===== config.mk =====
export PLATFORM = sky130hd
export DESIGN_NAME = tip_port
export DESIGN_NICKNAME = d
export VERILOG_FILES = /design/src/tip_pkg.sv /design/src/tip_fifo.sv /design/src/tip_clkblk.sv /design/src/tip_port.sv
export VERILOG_INCLUDE_DIRS = /design/src
export SDC_FILE = /design/constraint.sdc
export NUM_CORES = 1
export LEC_CHECK = 0
export BUFFER_PORTS_ARGS = -buffer_cell sky130_fd_sc_hd__buf_2
export CORE_MARGIN = 5
export CORE_UTILIZATION = 55
export DETAILED_ROUTE_END_ITERATION = 8
export GPL_TIMING_DRIVEN = 0
export HOLD_SLACK_MARGIN = 0.15
export PLACE_DENSITY = 0.83
export SYNTH_ARGS = -nofsm -noshare
export SYNTH_HDL_FRONTEND = slang
export SYNTH_SLANG_ARGS = --single-unit

===== constraint.sdc =====
create_clock -name REF_CLK_IN -period 7.9 [get_ports REF_CLK_IN]
set_input_delay 1.185 -clock REF_CLK_IN [delete_from_list [all_inputs] [get_ports REF_CLK_IN]]
set_output_delay 1.185 -clock REF_CLK_IN [all_outputs]
set_load 0.05 [all_outputs]

===== src/tip_defines.svh =====
`ifndef TIP_DEFINES_SVH
`define TIP_DEFINES_SVH

// ****************************************
// register byte offsets
// ****************************************
`define TIP_OFF_CTRL    8'h00
`define TIP_OFF_DATA    8'h04
`define TIP_OFF_COND    8'h08
`define TIP_OFF_TIME    8'h0C
`define TIP_OFF_TSTAMP  8'h10
`define TIP_OFF_STATUS  8'h14
`define TIP_OFF_CLKCFG  8'h20

// ****************************************
// control field positions and reset values
// ****************************************
`define TIP_CTRL_EN      0
`define TIP_CTRL_DIR     1
`define TIP_CTRL_OD      2
`define TIP_CTRL_CONDEN  3
`define TIP_CTRL_CONDNE  4
`define TIP_CTRL_STBEN   5
`define TIP_CTRL_CBSEL   8
`define TIP_CTRL_W       11
`define TIP_CTRL_RST     11'h000
`define TIP_CLKCFG_SRC   8
`define TIP_CLKCFG_W     9
`define TIP_CLKCFG_RST   9'h000

// ****************************************
// timing
// ****************************************
`define TIP_NUM_CB        6
`define TIP_REF_CLK_NS    50
`define TIP_CB0_MHZ       100
`define TIP_CB0_PERIOD_NS (1000 / `TIP_CB0_MHZ)
`define TIP_CB0_CYCLES    ((`TIP_CB0_PERIOD_NS / `TIP_REF_CLK_NS) < 1 ? \
                           1 : (`TIP_CB0_PERIOD_NS / `TIP_REF_CLK_NS))
`define TIP_CNT_W         16

`endif


===== src/tip_pkg.sv =====
package tip_pkg;

  // ****************************************
  // control word, laid out as its register
  // ****************************************
  typedef struct packed {
    logic [2:0] cb_sel;
    logic [1:0] rsvd;
    logic       strobe_en;
    logic       cond_ne;
    logic       cond_en;
    logic       open_drain;
    logic       dir_out;
    logic       enable;
  } tip_ctrl_s;

  typedef struct packed {
    logic       src_ext;
    logic [7:0] div;
  } tip_clkcfg_s;

  typedef enum logic [1:0] {
    TIP_IDLE = 2'b00,
    TIP_WAIT = 2'b01,
    TIP_XFER = 2'b11
  } tip_state_e;

endpackage : tip_pkg


===== src/tip_fifo.sv =====
`timescale 1ns/1ps
module tip_fifo #(
  parameter int WIDTH = 32,
  parameter int DEPTH = 16
) (
  input  wire logic             clk,
  input  wire logic             rst_n,
  input  wire logic             in_valid,
  output logic                  in_ready,
  input  wire logic [WIDTH-1:0] in_data,
  output logic                  out_valid,
  input  wire logic             out_ready,
  output logic      [WIDTH-1:0] out_data,
  output logic [$clog2(DEPTH):0] count
);
  localparam int AW = $clog2(DEPTH);

  logic [WIDTH-1:0] mem [DEPTH];
  logic [AW-1:0]    wr_ptr;
  logic [AW-1:0]    rd_ptr;
  logic             push;
  logic             pop;

  assign in_ready  = (count != DEPTH[AW:0]);
  assign out_valid = (count != '0);
  assign out_data  = mem[rd_ptr];
  assign push      = in_valid & in_ready;
  assign pop       = out_valid & out_ready;

  function automatic logic [AW-1:0] inc(input logic [AW-1:0] p);
    inc = (p == AW'(DEPTH - 1)) ? '0 : p + 1'b1;
  endfunction : inc

  always_ff @(posedge clk) begin
    if (push) begin
      mem[wr_ptr] <= in_data;
    end
  end

  always_ff @(posedge clk or negedge rst_n) begin
    if (!rst_n) begin
      wr_ptr <= '0;
      rd_ptr <= '0;
      count  <= '0;
    end else begin
      if (push) begin
        wr_ptr <= inc(wr_ptr);
      end
      if (pop) begin
        rd_ptr <= inc(rd_ptr);
      end
      count <= count + (AW+1)'(push) - (AW+1)'(pop);
    end
  end
endmodule : tip_fifo


===== src/tip_clkblk.sv =====
`timescale 1ns/1ps
`include "tip_defines.svh"
module tip_clkblk #(
  parameter bit IS_REF = 1'b0
) (
  input  wire logic        clk,
  input  wire logic        rst_n,
  input  wire logic        ext_edge,
  input  wire logic        src_ext,
  input  wire logic [7:0]  div,
  output logic             tick_out
);
  logic [7:0] cnt;
  logic [7:0] lim;
  logic       src_ev;

  // reference block counts the core clock only
  assign lim    = IS_REF ? 8'(`TIP_CB0_CYCLES - 1) : div;
  assign src_ev = (IS_REF || !src_ext) ? 1'b1 : ext_edge;

  always_ff @(posedge clk or negedge rst_n) begin
    if (!rst_n) begin
      cnt      <= 8'h00;
      tick_out <= 1'b0;
    end else if (src_ev) begin
      if (cnt >= lim) begin
        cnt      <= 8'h00;
        tick_out <= 1'b1;
      end else begin
        cnt      <= cnt + 8'h01;
        tick_out <= 1'b0;
      end
    end else begin
      tick_out <= 1'b0;
    end
  end
endmodule : tip_clkblk


===== src/tip_port.sv =====
`timescale 1ns/1ps
`include "tip_defines.svh"
// Overview of operation
// - port has fixed width 1/4/8/16/32, all pins one direction
// - port drives pins or samples them, optionally awaiting a condition
// - each processor access completes in a single cycle, except a data access held back by fifo state or port direction
// - open-drain: zero drives low, one releases pin; per port
// - data passes through shift register and transfer register
// - 16-bit counter schedules pin/transfer-register moves
// - counter always readable; a future time delays next transfer
// - counter value captured as timestamp on every transfer
// - an enabled link sharing the pins disables the port
// - enabled narrower port takes shared pins from wider port
// - unshared pins of wider port stay usable
// - port always transfers at its full width
// - six clock blocks; block 0 is tile reference clock
// - blocks 1 to 5 each programmable to own rate
// - clock block may use 1-bit port clock, optionally divided
// - input strobe qualifies data; output strobe marks output data
// - after reset the port uses clock block 0
// - pin conditions raise events directly, no interrupt path
module tip_port #(
  parameter int W     = 8,
  parameter int DW    = 32,
  parameter int DEPTH = 16
) (
  input  wire logic          REF_CLK_IN,
  input  wire logic          RESET_N_IN,
  input  wire logic          PSEL_IN,
  input  wire logic          PENABLE_IN,
  input  wire logic          PWRITE_IN,
  input  wire logic [7:0]    PADDR_IN,
  input  wire logic [31:0]   PWDATA_IN,
  output logic      [31:0]   PRDATA_OUT,
  output logic               PREADY_OUT,
  output logic               PSLVERR_OUT,
  input  wire logic [W-1:0]  PIN_IN,
  output logic      [W-1:0]  PIN_OUT,
  output logic      [W-1:0]  PIN_OE_OUT,
  input  wire logic          READY_IN,
  output logic               OUTPUT_STROBE_OUT,
  input  wire logic          CLK_PIN_IN,
  input  wire logic          LINK_EN_IN,
  input  wire logic [W-1:0]  PIN_CLAIM_IN,
  output logic               EVENT_OUT
);
  localparam int NS = DW / W;
  localparam int SW = $clog2(NS + 1);
  localparam int CW = $clog2(DEPTH) + 1;

  // ****************************************
  // synchronisers
  // ****************************************
  logic [W-1:0] pin_s1;
  logic [W-1:0] pin_s2;
  logic         rdy_s1;
  logic         rdy_s2;
  logic         ck_s1;
  logic         ck_s2;
  logic         ck_s3;

  always_ff @(posedge REF_CLK_IN or negedge RESET_N_IN) begin
    if (!RESET_N_IN) begin
      pin_s1 <= '0;
      pin_s2 <= '0;
      rdy_s1 <= 1'b0;
      rdy_s2 <= 1'b0;
      ck_s1  <= 1'b0;
      ck_s2  <= 1'b0;
      ck_s3  <= 1'b0;
    end else begin
      pin_s1 <= PIN_IN;
      pin_s2 <= pin_s1;
      rdy_s1 <= READY_IN;
      rdy_s2 <= rdy_s1;
      ck_s1  <= CLK_PIN_IN;
      ck_s2  <= ck_s1;
      ck_s3  <= ck_s2;
    end
  end

  // ****************************************
  // registers
  // ****************************************
  tip_pkg::tip_ctrl_s   ctrl;
  tip_pkg::tip_clkcfg_s cb_cfg [`TIP_NUM_CB];
  tip_pkg::tip_state_e  state;
  logic [W-1:0]         cond_val;
  logic [15:0]          target;
  logic                 armed;
  logic [15:0]          tstamp;
  logic [15:0]          cnt;
  logic [DW-1:0]        shreg;
  logic [DW-1:0]        xfer_word;
  logic                 xfer_valid;
  logic [SW-1:0]        slice;
  logic [W-1:0]         pin_q;

  // ****************************************
  // apb decode
  // ****************************************
  logic          acc;
  logic          done;
  logic          is_data;
  logic          en_port;
  logic          stall;
  logic          fifo_in_v;
  logic          fifo_in_r;
  logic [DW-1:0] fifo_in_d;
  logic          fifo_out_v;
  logic          fifo_out_r;
  logic [DW-1:0] fifo_out_d;
  logic [CW-1:0] fifo_cnt;

  function automatic logic hit(input logic [7:0] a);
    hit = (a == `TIP_OFF_CTRL)   || (a == `TIP_OFF_DATA)  ||
          (a == `TIP_OFF_COND)   || (a == `TIP_OFF_TIME)  ||
          (a == `TIP_OFF_TSTAMP) || (a == `TIP_OFF_STATUS) ||
          (a >= `TIP_OFF_CLKCFG  &&
           a <  `TIP_OFF_CLKCFG + 8'(4 * `TIP_NUM_CB) &&
           a[1:0] == 2'b00);
  endfunction : hit

  function automatic int cb_idx(input logic [7:0] a);
    cb_idx = int'((a - `TIP_OFF_CLKCFG) >> 2);
  endfunction : cb_idx

  assign en_port = ctrl.enable & ~LINK_EN_IN;
  assign acc     = PSEL_IN & PENABLE_IN;
  assign is_data = (PADDR_IN == `TIP_OFF_DATA);
  // on an enabled port a data write waits for output mode with fifo room, a data read for input mode with fifo data
  assign stall   = acc & is_data & en_port &
                   (PWRITE_IN ? ~(ctrl.dir_out & fifo_in_r)
                              : ~(~ctrl.dir_out & fifo_out_v));
  assign PREADY_OUT  = ~stall;
  assign PSLVERR_OUT = acc & ~hit(PADDR_IN);
  assign done        = acc & PREADY_OUT;

  always_comb begin
    PRDATA_OUT = 32'h0000_0000;
    if (PSEL_IN && !PWRITE_IN) begin
      unique case (1'b1)
        PADDR_IN == `TIP_OFF_CTRL:
          PRDATA_OUT = 32'(ctrl);
        PADDR_IN == `TIP_OFF_DATA:
          PRDATA_OUT = (en_port & ~ctrl.dir_out) ? 32'(fifo_out_d)
                                                  : 32'h0000_0000;
        PADDR_IN == `TIP_OFF_COND:
          PRDATA_OUT = 32'(cond_val);
        PADDR_IN == `TIP_OFF_TIME:
          PRDATA_OUT = {16'h0000, cnt};
        PADDR_IN == `TIP_OFF_TSTAMP:
          PRDATA_OUT = {16'h0000, tstamp};
        PADDR_IN == `TIP_OFF_STATUS:
          PRDATA_OUT = {16'h0000, 8'(fifo_cnt), 1'b0, LINK_EN_IN,
                        armed, xfer_valid, 2'(state), fifo_in_r,
                        fifo_out_v};
        hit(PADDR_IN) && PADDR_IN >= `TIP_OFF_CLKCFG:
          PRDATA_OUT = 32'(cb_cfg[cb_idx(PADDR_IN)]);
        default:
          PRDATA_OUT = 32'h0000_0000;
      endcase
    end
  end

  always_ff @(posedge REF_CLK_IN or negedge RESET_N_IN) begin
    if (!RESET_N_IN) begin
      ctrl     <= tip_pkg::tip_ctrl_s'(`TIP_CTRL_RST);
      cond_val <= '0;
    end else if (done && PWRITE_IN) begin
      if (PADDR_IN == `TIP_OFF_CTRL) begin
        ctrl <= tip_pkg::tip_ctrl_s'(PWDATA_IN[`TIP_CTRL_W-1:0]);
      end
      if (PADDR_IN == `TIP_OFF_COND) begin
        cond_val <= PWDATA_IN[W-1:0];
      end
    end
  end

  // block 0 is fixed to the reference clock
  always_ff @(posedge REF_CLK_IN or negedge RESET_N_IN) begin
    if (!RESET_N_IN) begin
      for (int i = 0; i < `TIP_NUM_CB; i++) begin
        cb_cfg[i] <= tip_pkg::tip_clkcfg_s'(`TIP_CLKCFG_RST);
      end
    end else if (done && PWRITE_IN && hit(PADDR_IN) &&
                 PADDR_IN >= `TIP_OFF_CLKCFG + 8'h04) begin
      cb_cfg[cb_idx(PADDR_IN)] <=
        tip_pkg::tip_clkcfg_s'(PWDATA_IN[`TIP_CLKCFG_W-1:0]);
    end
  end

  // ****************************************
  // clock blocks
  // ****************************************
  logic [`TIP_NUM_CB-1:0] cb_tick;
  logic                   tick;

  for (genvar g = 0; g < `TIP_NUM_CB; g++) begin : g_cb
    tip_clkblk #(
      .IS_REF   (g == 0)
    ) u_cb (
      .clk      (REF_CLK_IN),
      .rst_n    (RESET_N_IN),
      .ext_edge (ck_s2 & ~ck_s3),
      .src_ext  (cb_cfg[g].src_ext),
      .div      (cb_cfg[g].div),
      .tick_out (cb_tick[g])
    );
  end

  // unused selector codes fall back to the reference block
  assign tick = (ctrl.cb_sel < 3'(`TIP_NUM_CB)) ? cb_tick[ctrl.cb_sel]
                                                : cb_tick[0];

  // ****************************************
  // port counter and timed start
  // ****************************************
  logic tm_ok;
  logic smp_ok;
  logic cond_ok;
  logic start;
  logic step;

  always_ff @(posedge REF_CLK_IN or negedge RESET_N_IN) begin
    if (!RESET_N_IN) begin
      cnt <= 16'h0000;
    end else if (tick) begin
      cnt <= cnt + 16'h0001;
    end
  end

  assign tm_ok   = ~armed | (cnt == target);
  assign smp_ok  = ctrl.dir_out | ~ctrl.strobe_en | rdy_s2;
  assign cond_ok = ctrl.dir_out | ~ctrl.cond_en |
                   ((pin_s2 == cond_val) ^ ctrl.cond_ne);
  assign start   = tick & (state == tip_pkg::TIP_WAIT) &
                   tm_ok & smp_ok & cond_ok;
  // last slice ends the word: no extra shift or strobe
  assign step    = tick & (state == tip_pkg::TIP_XFER) & smp_ok &
                   (slice != SW'(NS));

  always_ff @(posedge REF_CLK_IN or negedge RESET_N_IN) begin
    if (!RESET_N_IN) begin
      target <= 16'h0000;
      armed  <= 1'b0;
    end else if (done && PWRITE_IN && PADDR_IN == `TIP_OFF_TIME) begin
      target <= PWDATA_IN[15:0];
      armed  <= 1'b1;
    end else if (start) begin
      armed <= 1'b0;
    end
  end

  always_ff @(posedge REF_CLK_IN or negedge RESET_N_IN) begin
    if (!RESET_N_IN) begin
      tstamp <= 16'h0000;
    end else if (start) begin
      tstamp <= cnt;
    end
  end

  // ****************************************
  // serialiser engine
  // ****************************************
  function automatic logic [DW-1:0] shift_in(input logic [DW-1:0] s,
                                             input logic [W-1:0] p);
    logic [DW+W-1:0] t;
    t        = {p, s} >> W;
    shift_in = t[DW-1:0];
  endfunction : shift_in

  logic xfer_take;

  always_ff @(posedge REF_CLK_IN or negedge RESET_N_IN) begin
    if (!RESET_N_IN) begin
      state <= tip_pkg::TIP_IDLE;
      shreg <= '0;
      slice <= '0;
    end else if (!en_port) begin
      state <= tip_pkg::TIP_IDLE;
      slice <= '0;
    end else begin
      unique case (state)
        tip_pkg::TIP_IDLE: begin
          if (!ctrl.dir_out || xfer_valid) begin
            if (ctrl.dir_out) begin
              shreg <= xfer_word;
            end
            state <= tip_pkg::TIP_WAIT;
          end
        end
        tip_pkg::TIP_WAIT: begin
          if (start) begin
            shreg <= ctrl.dir_out ? (shreg >> W)
                                  : shift_in(shreg, pin_s2);
            slice <= SW'(1);
            state <= tip_pkg::TIP_XFER;
          end
        end
        tip_pkg::TIP_XFER: begin
          if (slice == SW'(NS)) begin
            if (ctrl.dir_out || !xfer_valid) begin
              slice <= '0;
              state <= tip_pkg::TIP_IDLE;
            end
          end else if (step) begin
            shreg <= ctrl.dir_out ? (shreg >> W)
                                  : shift_in(shreg, pin_s2);
            slice <= slice + SW'(1);
          end
        end
        default: begin
          state <= tip_pkg::TIP_IDLE;
        end
      endcase
    end
  end

  // transfer register between fifo and shift register
  assign xfer_take = ctrl.dir_out
    ? (state == tip_pkg::TIP_IDLE) & en_port & xfer_valid
    : (state == tip_pkg::TIP_XFER) & (slice == SW'(NS)) & ~xfer_valid;

  always_ff @(posedge REF_CLK_IN or negedge RESET_N_IN) begin
    if (!RESET_N_IN) begin
      xfer_word  <= '0;
      xfer_valid <= 1'b0;
    end else if (ctrl.dir_out) begin
      if (xfer_take) begin
        xfer_valid <= 1'b0;
      end else if (!xfer_valid && fifo_out_v) begin
        xfer_word  <= fifo_out_d;
        xfer_valid <= 1'b1;
      end
    end else begin
      if (xfer_take) begin
        xfer_word  <= shreg;
        xfer_valid <= 1'b1;
      end else if (fifo_in_r) begin
        xfer_valid <= 1'b0;
      end
    end
  end

  // ****************************************
  // fifo
  // ****************************************
  assign fifo_in_v  = ctrl.dir_out
                      ? done & PWRITE_IN & is_data & en_port
                      : xfer_valid;
  assign fifo_in_d  = ctrl.dir_out ? PWDATA_IN[DW-1:0] : xfer_word;
  assign fifo_out_r = ctrl.dir_out
                      ? ~xfer_valid
                      : done & ~PWRITE_IN & is_data & en_port;

  tip_fifo #(
    .WIDTH     (DW),
    .DEPTH     (DEPTH)
  ) u_fifo (
    .clk       (REF_CLK_IN),
    .rst_n     (RESET_N_IN),
    .in_valid  (fifo_in_v),
    .in_ready  (fifo_in_r),
    .in_data   (fifo_in_d),
    .out_valid (fifo_out_v),
    .out_ready (fifo_out_r),
    .out_data  (fifo_out_d),
    .count     (fifo_cnt)
  );

  // ****************************************
  // pins, strobe and events
  // ****************************************
  logic drive;

  always_ff @(posedge REF_CLK_IN or negedge RESET_N_IN) begin
    if (!RESET_N_IN) begin
      pin_q             <= '0;
      OUTPUT_STROBE_OUT <= 1'b0;
    end else if (tick) begin
      if (ctrl.dir_out && en_port && (start || step)) begin
        pin_q             <= shreg[W-1:0];
        OUTPUT_STROBE_OUT <= ctrl.strobe_en;
      end else begin
        OUTPUT_STROBE_OUT <= 1'b0;
      end
    end
  end

  always_ff @(posedge REF_CLK_IN or negedge RESET_N_IN) begin
    if (!RESET_N_IN) begin
      EVENT_OUT <= 1'b0;
    end else begin
      EVENT_OUT <= (start & ~ctrl.dir_out & ctrl.cond_en) |
                   (xfer_take & ~ctrl.dir_out);
    end
  end

  // one direction for the whole port
  assign drive   = en_port & ctrl.dir_out;
  assign PIN_OUT = ctrl.open_drain ? '0 : pin_q;

  always_comb begin
    for (int b = 0; b < W; b++) begin
      PIN_OE_OUT[b] = drive & ~PIN_CLAIM_IN[b] &
                      (~ctrl.open_drain | ~pin_q[b]);
    end
  end
endmodule : tip_port


==> impl_metrics.py, run 1 <==
metrics = {
    "run_status": {
        "status": "completed",
    },
    "yosys": {
        "synth_top_family_by_area": "multiplexers",
        "synth-xor-area-share": 0.01794,
        "synth-seq-area-share": 0.6470,
        "synthTopCellsByArea": "edfxtp_1 (44%), dfrtp_1 (20%), mux2_2 (5.5%)",
        "ys_ff_latch": 794,
        "ys.flop_type": "edfxtp_1",
        "synthMuxAreaShare": 0.1440,
        "synth_edf_count": 512,
        "synthSimpleGateAreaFrac": 0.05752,
        "synth_area_sq_um": 34670,
        "synth_compound_area_frac": 0.08556,
        "synth.avg_cell_area_sq_um": 14.58,
        "yosysTopAreaCellShare": 0.4434,
        "yosys.area_share.adder": 0.02295,
        "ys.warnings.count": 0,
        "yosys.area.top_type": "edfxtp_1",
        "synthArstFlopShare": 0.3552,
        "synth_cell_types": 81,
        "syn_nets": 2505,
        "syn_inst": 2378,
    },
    "grt": {
        "grt.overflow.total": 0,
        "grtUsageTotal": 0.2870,
        "antenna_found_initial": 0,
        "grt_pass1_wl_mm": 145.9,
        "grt_max_degree": 106,
        "grt_pass1_vias": 22990,
    },
    "flow_run": {
        "maxCapViolations": 0,
    },
    "clock_tree": {
        "cts_resized": 0,
        "cts_buffer_depth": 3,
        "cts_buffers": 80,
        "clk_latency_ns": 0.65,
        "clock_sink_count": 794,
        "tritoncts": "yes",
        "htree_levels": 3,
        "cts.reportedPaths.clkPinSlew_ns": 0.06,
        "cts-root-buf": "clkbuf_16",
        "ctsHoldBuffers": 0,
        "cts_post_setup_buffers_inserted": 0,
    },
    "sta": {
        "rsz0062_at_grt": "false",
        "setup_ws_ns": 1.997,
        "tightest_slew_ns": 1.137,
        "holdWs_ns": 0.3475,
        "timing.slew.headroom": 0.2422,
        "period_minus_slack_ns": 5.903,
        "timing.fmax_mhz": 169.4,
        "timing.final.crit_share": 0.7472,
        "setup_viol": 0,
        "fin_worst_skew_ns": 0.05436,
        "hold_viol_final": 0,
        "final_max_slew_viol_count": 0,
        "fin_setup_tns_ns": 0,
    },
    "detailed_routing": {
        "finalWirelength_mm": 99.04,
        "avgRoutedWirePerCell_microns": 28.26,
        "routedLengthMet1_mm": 36.38,
        "vias_per_cell": 6.522,
        "dr.first_iter.drc_count": 3122,
        "route.vias.total": 22860,
        "met3_wirelength_mm": 11.03,
        "met2_length_mm": 46.96,
        "dr.pass1.iters": 9,
        "postRouteAntennaNets": 0,
        "highest_layer": "met4",
        "route.detailed.drc": 0,
    },
    "floorplanning": {
        "rows": 92,
        "fp.dieW_microns": 261.1,
        "dieArea_sq_um": 68160,
        "ios": 116,
        "coreArea_sq_um": 62740,
        "die_h_microns": 261.1,
        "start_util": 0.5527,
    },
    "finish": {
        "nets": 2720,
        "final_common_cell": "edfxtp_1",
        "layout.cells.non_filler": 3505,
        "drive_gt1_frac": 0.2201,
        "final_core_utilization": 0.6289,
        "final_cell_mix": "edfxtp_1 (512), dfrtp_1 (282), mux2_2 (170), o21ai_0 (166), buf_2 (145)",
        "area_growth_pct": 13.79,
    },
    "worst_hold_path": {
        "hold_path_class": "reg -> reg",
        "min_from": "pin_s1[4]",
    },
    "power_and_ir_drop": {
        "power.density_nw_per_um2": 235.2,
        "ir_worst_vdd_mv": 0.2151,
        "p_leak_uw": 0.01498,
    },
    "setup_path": {
        "reg2reg_from": "ctrl[1]",
        "critPathBufInv": 5,
        "cp-start-kind": "input pin",
        "arrival_ns": 4.72,
        "cp-startpoint": "PADDR_IN[5]",
        "cpPeakStageDelay_ns": 0.56,
        "critical_path.top_delay_family": "buffers and inverters",
        "cp_slowest_cell": "clkbuf_1",
        "path_class": "in -> out",
        "required_ns": 6.71,
        "worstPathCellList": "buf_2 > clkbuf_1 > inv_1 > ha_1 > ha_1 > a21boi_0 > a21o_1 > a21oi_1 > nand3b_1 > clkbuf_1 > a211oi_1 > buf_2",
        "cp-end-kind": "primary output",
        "critPathMaxFanout": 10,
    },
    "placed_design": {
        "finalWeightedCongestion": 0.9625,
        "place_ws_ns": 2.084,
        "io_buffers": 115,
        "place_hpwl_mm": 68.25,
        "dp_cells": 3357,
    },
}
-- logic make-up (layout without fill, tap and decap cells) --
family,after synthesis,after routing
DFF,794,794
AOI/OAI and AO/OA,475,475
muxes,384,384
and+or+nand+nor,379,379
buffers and inverters,211,491
xor gates and xnor gates,71,71
adders and majority gates,63,63
other,1,2
-- sequential cells by signal, indices dropped and copies added, names as in the netlist, 2 cells and up --
| name | cells |
|---|---|
| u_fifo.count | 5 |
| tstamp | 16 |
| pin_s1 | 8 |
| cond_val | 8 |
| u_fifo.rd_ptr | 4 |
| cnt | 16 |
| ctrl | 11 |
| cb_cfg | 54 |
| u_fifo.mem | 512 |
| slice | 3 |
| shreg | 32 |
| g_cb.u_cb.cnt | 40 |
| xfer_word | 32 |
| pin_s2 | 8 |
| target | 16 |
| state | 2 |
| pin_q | 8 |
| u_fifo.wr_ptr | 4 |
| g_cb.u_cb.tick_out | 6 |
-- power by group --
part | total, uW | internal (uW) | switching, uW | leakage [uW]
sequential | 4520 | 4450 | 70.5 | 0.00902
clock | 3830 | 2210 | 1620 | 0.00132
combinational | 926 | 374 | 552 | 0.00464
-- per-layer routing --
metal	vias up	GRT usage
li1	9521	-
met1	11510	0.3739
met2	1490	0.4670
met3	340	0.07241
met4	0	0.1181
met5	-	0
-- worst reg2reg max path, cell delays in order, from the launching register on --
cell,delay [ns]
dfrtp_1,0.31
buf_2,0.17
clkbuf_1,0.56
buf_1,0.72
clkbuf_1,0.53
clkbuf_1,0.72
nand2_1,0.29
o21ai_1,0.59
-- cells in the mapped netlist, types with 39 or more instances --
| cell | n |
|---|---|
| nand2_1 | 117 |
| a221oi_1 | 39 |
| mux2_2 | 170 |
| edfxtp_1 | 512 |
| inv_1 | 74 |
| xnor2_1 | 48 |
| nand3_1 | 65 |
| a21oi_1 | 95 |
| nor2_1 | 57 |
| ha_1 | 62 |
| dfrtp_1 | 282 |
| o21ai_0 | 174 |
| mux2i_1 | 131 |
| clkbuf_1 | 83 |
| mux4_2 | 74 |
-- final cells by class --
type | instances | area, sq um
clock inverters | 29 | 339.1
repair buffers | 133 | 1006
well taps | 846 | 1059
multi-input cells | 1373 | 11400
fillers | 4408 | 23280
flip-flops and latches | 794 | 22430
diodes | 1 | 2.502
plain buffers | 137 | 586.8
inverters | 74 | 277.8
clock buffers | 118 | 2347
-- per-stage QoR --
stage	instance area (sq um)	total power (uW)
6_report	39450	9281
5_1_grt	39450	9532
4_1_cts	39440	9295
3_5_place_dp	36760	5517
3_3_place_gp	36310	5478
2_1_floorplan	34670	5198
-- worst paths after layout --
path / to / slack [ns] / cells past startpoint
max: PRDATA_OUT[30] / 2.00 / 12
min: pin_s2[4] / 0.35 / 0
max reg2reg: u_fifo.mem[1][30] / 3.67 / 7
min reg2reg: pin_s2[4] / 0.35 / 0
max in group asynchronous: xfer_word[30] / 6.35 / 2
min in group asynchronous: cnt[10] / 0.57 / 1
Note: power is estimated with default switching activity, not from simulation.
==> inputs of run 2 (changes only) <==
- clock period: 7.9 -> 5.9 ns (I/O delays scaled with it)
==> run 2 against run 1 <==
First-iteration DRC count is 2.2% higher. Critical endpoint is now PRDATA_OUT[0]. Clock-buffer cell count stayed put. Combinational power is 34% higher.
==> impl_metrics.py, run 2 (synthesis results as in run 1) <==
metrics = {
    "floorplanning": {
        "start_util": 0.5527,
        "coreArea_sq_um": 62740,
        "die_h_microns": 261.1,
        "fp.dieW_microns": 261.1,
        "rows": 92,
        "dieArea_sq_um": 68160,
        "ios": 116,
    },
    "clock_tree": {
        "cts_post_setup_buffers_inserted": 0,
        "tritoncts": "yes",
        "cts_buffer_depth": 3,
        "clock_sink_count": 794,
        "htree_levels": 3,
        "cts.reportedPaths.clkPinSlew_ns": 0.06,
        "cts-root-buf": "clkbuf_16",
        "cts_buffers": 80,
        "cts_resized": 0,
        "clk_latency_ns": 0.65,
        "ctsHoldBuffers": 0,
    },
    "detailed_routing": {
        "route.detailed.drc": 0,
        "postRouteAntennaNets": 0,
        "finalWirelength_mm": 99.07,
        "avgRoutedWirePerCell_microns": 28.27,
        "dr.first_iter.drc_count": 3192,
        "dr.pass1.iters": 5,
        "route.vias.total": 22890,
        "vias_per_cell": 6.534,
    },
    "finish": {
        "fillers": 4408,
        "final_core_utilization": 0.6288,
        "regMostFlops": "u_fifo.mem",
        "nets": 2720,
        "final_common_cell": "edfxtp_1",
        "largest_register_ffs": 512,
        "diodes": 0,
        "area_growth_pct": 13.78,
        "reg_top3": "u_fifo.mem (512), cb_cfg (54), g_cb.u_cb.cnt (40)",
        "final_cell_mix": "edfxtp_1 (512), dfrtp_1 (282), mux2_2 (170), o21ai_0 (166), buf_2 (145)",
        "drive_gt1_frac": 0.2201,
    },
    "grt": {
        "grt.overflow.total": 0,
        "grt_pass1_vias": 22990,
        "antenna_found_initial": 0,
        "grt_pass1_wl_mm": 145.9,
        "grt_max_degree": 106,
        "grtUsageTotal": 0.2871,
    },
    "sta": {
        "timing.slew.headroom": 0.2237,
        "tightest_slew_ns": 1.165,
        "holdWs_ns": 0.2704,
        "rsz0062_at_grt": "false",
        "timing.final.crit_share": 0.9553,
        "final_max_slew_viol_count": 0,
        "fin_worst_skew_ns": 0.05859,
        "timing.fmax_mhz": 177.4,
        "hold_viol_final": 0,
        "setup_viol": 0,
        "period_minus_slack_ns": 5.636,
    },
    "power_and_ir_drop": {
        "power.share.sequential": 0.487,
        "ir_worst_vdd_mv": 0.2883,
        "power.density_nw_per_um2": 315.0,
        "p_sw_uw": 3004,
        "p_comb_frac": 0.100,
        "p_leak_uw": 0.01498,
        "power.internal_uw": 9422,
        "p_clk_frac": 0.413,
        "swShare": 0.2418,
    },
    "run_status": {
        "status": "completed",
    },
    "setup_path": {
        "critPathMaxFanout": 10,
        "cpMostUsedCell": "clkbuf_1",
        "arrival_ns": 4.75,
        "critPathBufInv": 4,
        "cp-start-kind": "register",
        "cp-end-kind": "primary output",
        "cp_slowest_cell": "buf_1",
        "path_class": "reg -> out",
        "cpPeakStageDelay_ns": 0.70,
        "required_ns": 5.02,
        "critical_path.top_delay_family": "buffers and inverters",
        "worstPathCellList": "clkbuf_1 > nor2b_1 > clkbuf_1 > buf_1 > a221oi_1 > o21ai_0 > nand2_1 > a211oi_1 > nor2_1 > buf_2",
    },
    "worst_hold_path": {
        "hold_path_class": "in -> async",
    },
    "placed_design": {
        "place_hpwl_mm": 68.25,
        "io_buffers": 115,
        "finalWeightedCongestion": 0.9625,
    },
    "flow_run": {
        "maxCapViolations": 0,
    },
}
==> run 2: through the flow <==
step	total power (uW)	TNS [ns]	cells	area (sq um)	worst slack (ns)
2_1_floorplan	6960	0	2378	34670	1.338
3_3_place_gp	7335	-337.92	3339	36310	-1.224
3_5_place_dp	7387	0	3357	36760	0.6842
4_1_cts	12450	0	3504	39440	0.5100
5_1_grt	12760	0	3504	39450	0.3228
6_report	12430	0	3504	39450	0.2638
==> run 2: worst paths after layout <==
check | slack [ns] | cells past startpoint | start | end
worst max register to register | 1.63 | 7 | ctrl[1] | u_fifo.mem[3][31]
worst max-delay path | 0.26 | 10 | u_fifo.rd_ptr[2] | PRDATA_OUT[0]
worst min register to register | 0.35 | 0 | pin_s1[4] | pin_s2[4]
min in group REF_CLK_IN | 0.35 | 0 | pin_s1[4] | pin_s2[4]
max in group asynchronous | 4.65 | 2 | RESET_N_IN | xfer_word[30]
worst min-delay path | 0.27 | 1 | RESET_N_IN | cnt[10]
==> run 2: area by class of cell <==
cell class	instances	area, sq um	share of cell area
sequential	794	22430	0.5686
multi-input combinational	1373	11400	0.2890
clock buffer	118	2347	0.05950
tap	846	1059	0.02683
timing repair buffer	133	1006	0.02550
buffer	137	586.8	0.01488
clock inverter	29	339.1	0.008595
inverter	74	277.8	0.007041
==> run 2: power groups by stage <==
stage | combinational, uW | clock [uW] | sequential (uW)
2_1_floorplan | 838 | 0 | 6120
4_1_cts | 1230 | 5160 | 6050
3_3_place_gp | 1180 | 0 | 6160
3_5_place_dp | 1220 | 0 | 6160
5_1_grt | 1310 | 5400 | 6060
6_report | 1240 | 5130 | 6060
==> run 2: metal layers <==
layer	wire length, microns	GRT usage	part of all wire
met1	36330	0.3740	0.37
met2	46830	0.4670	0.47
met3	11080	0.07241	0.11
met4	4829	0.1181	0.049
met5	0	0	0
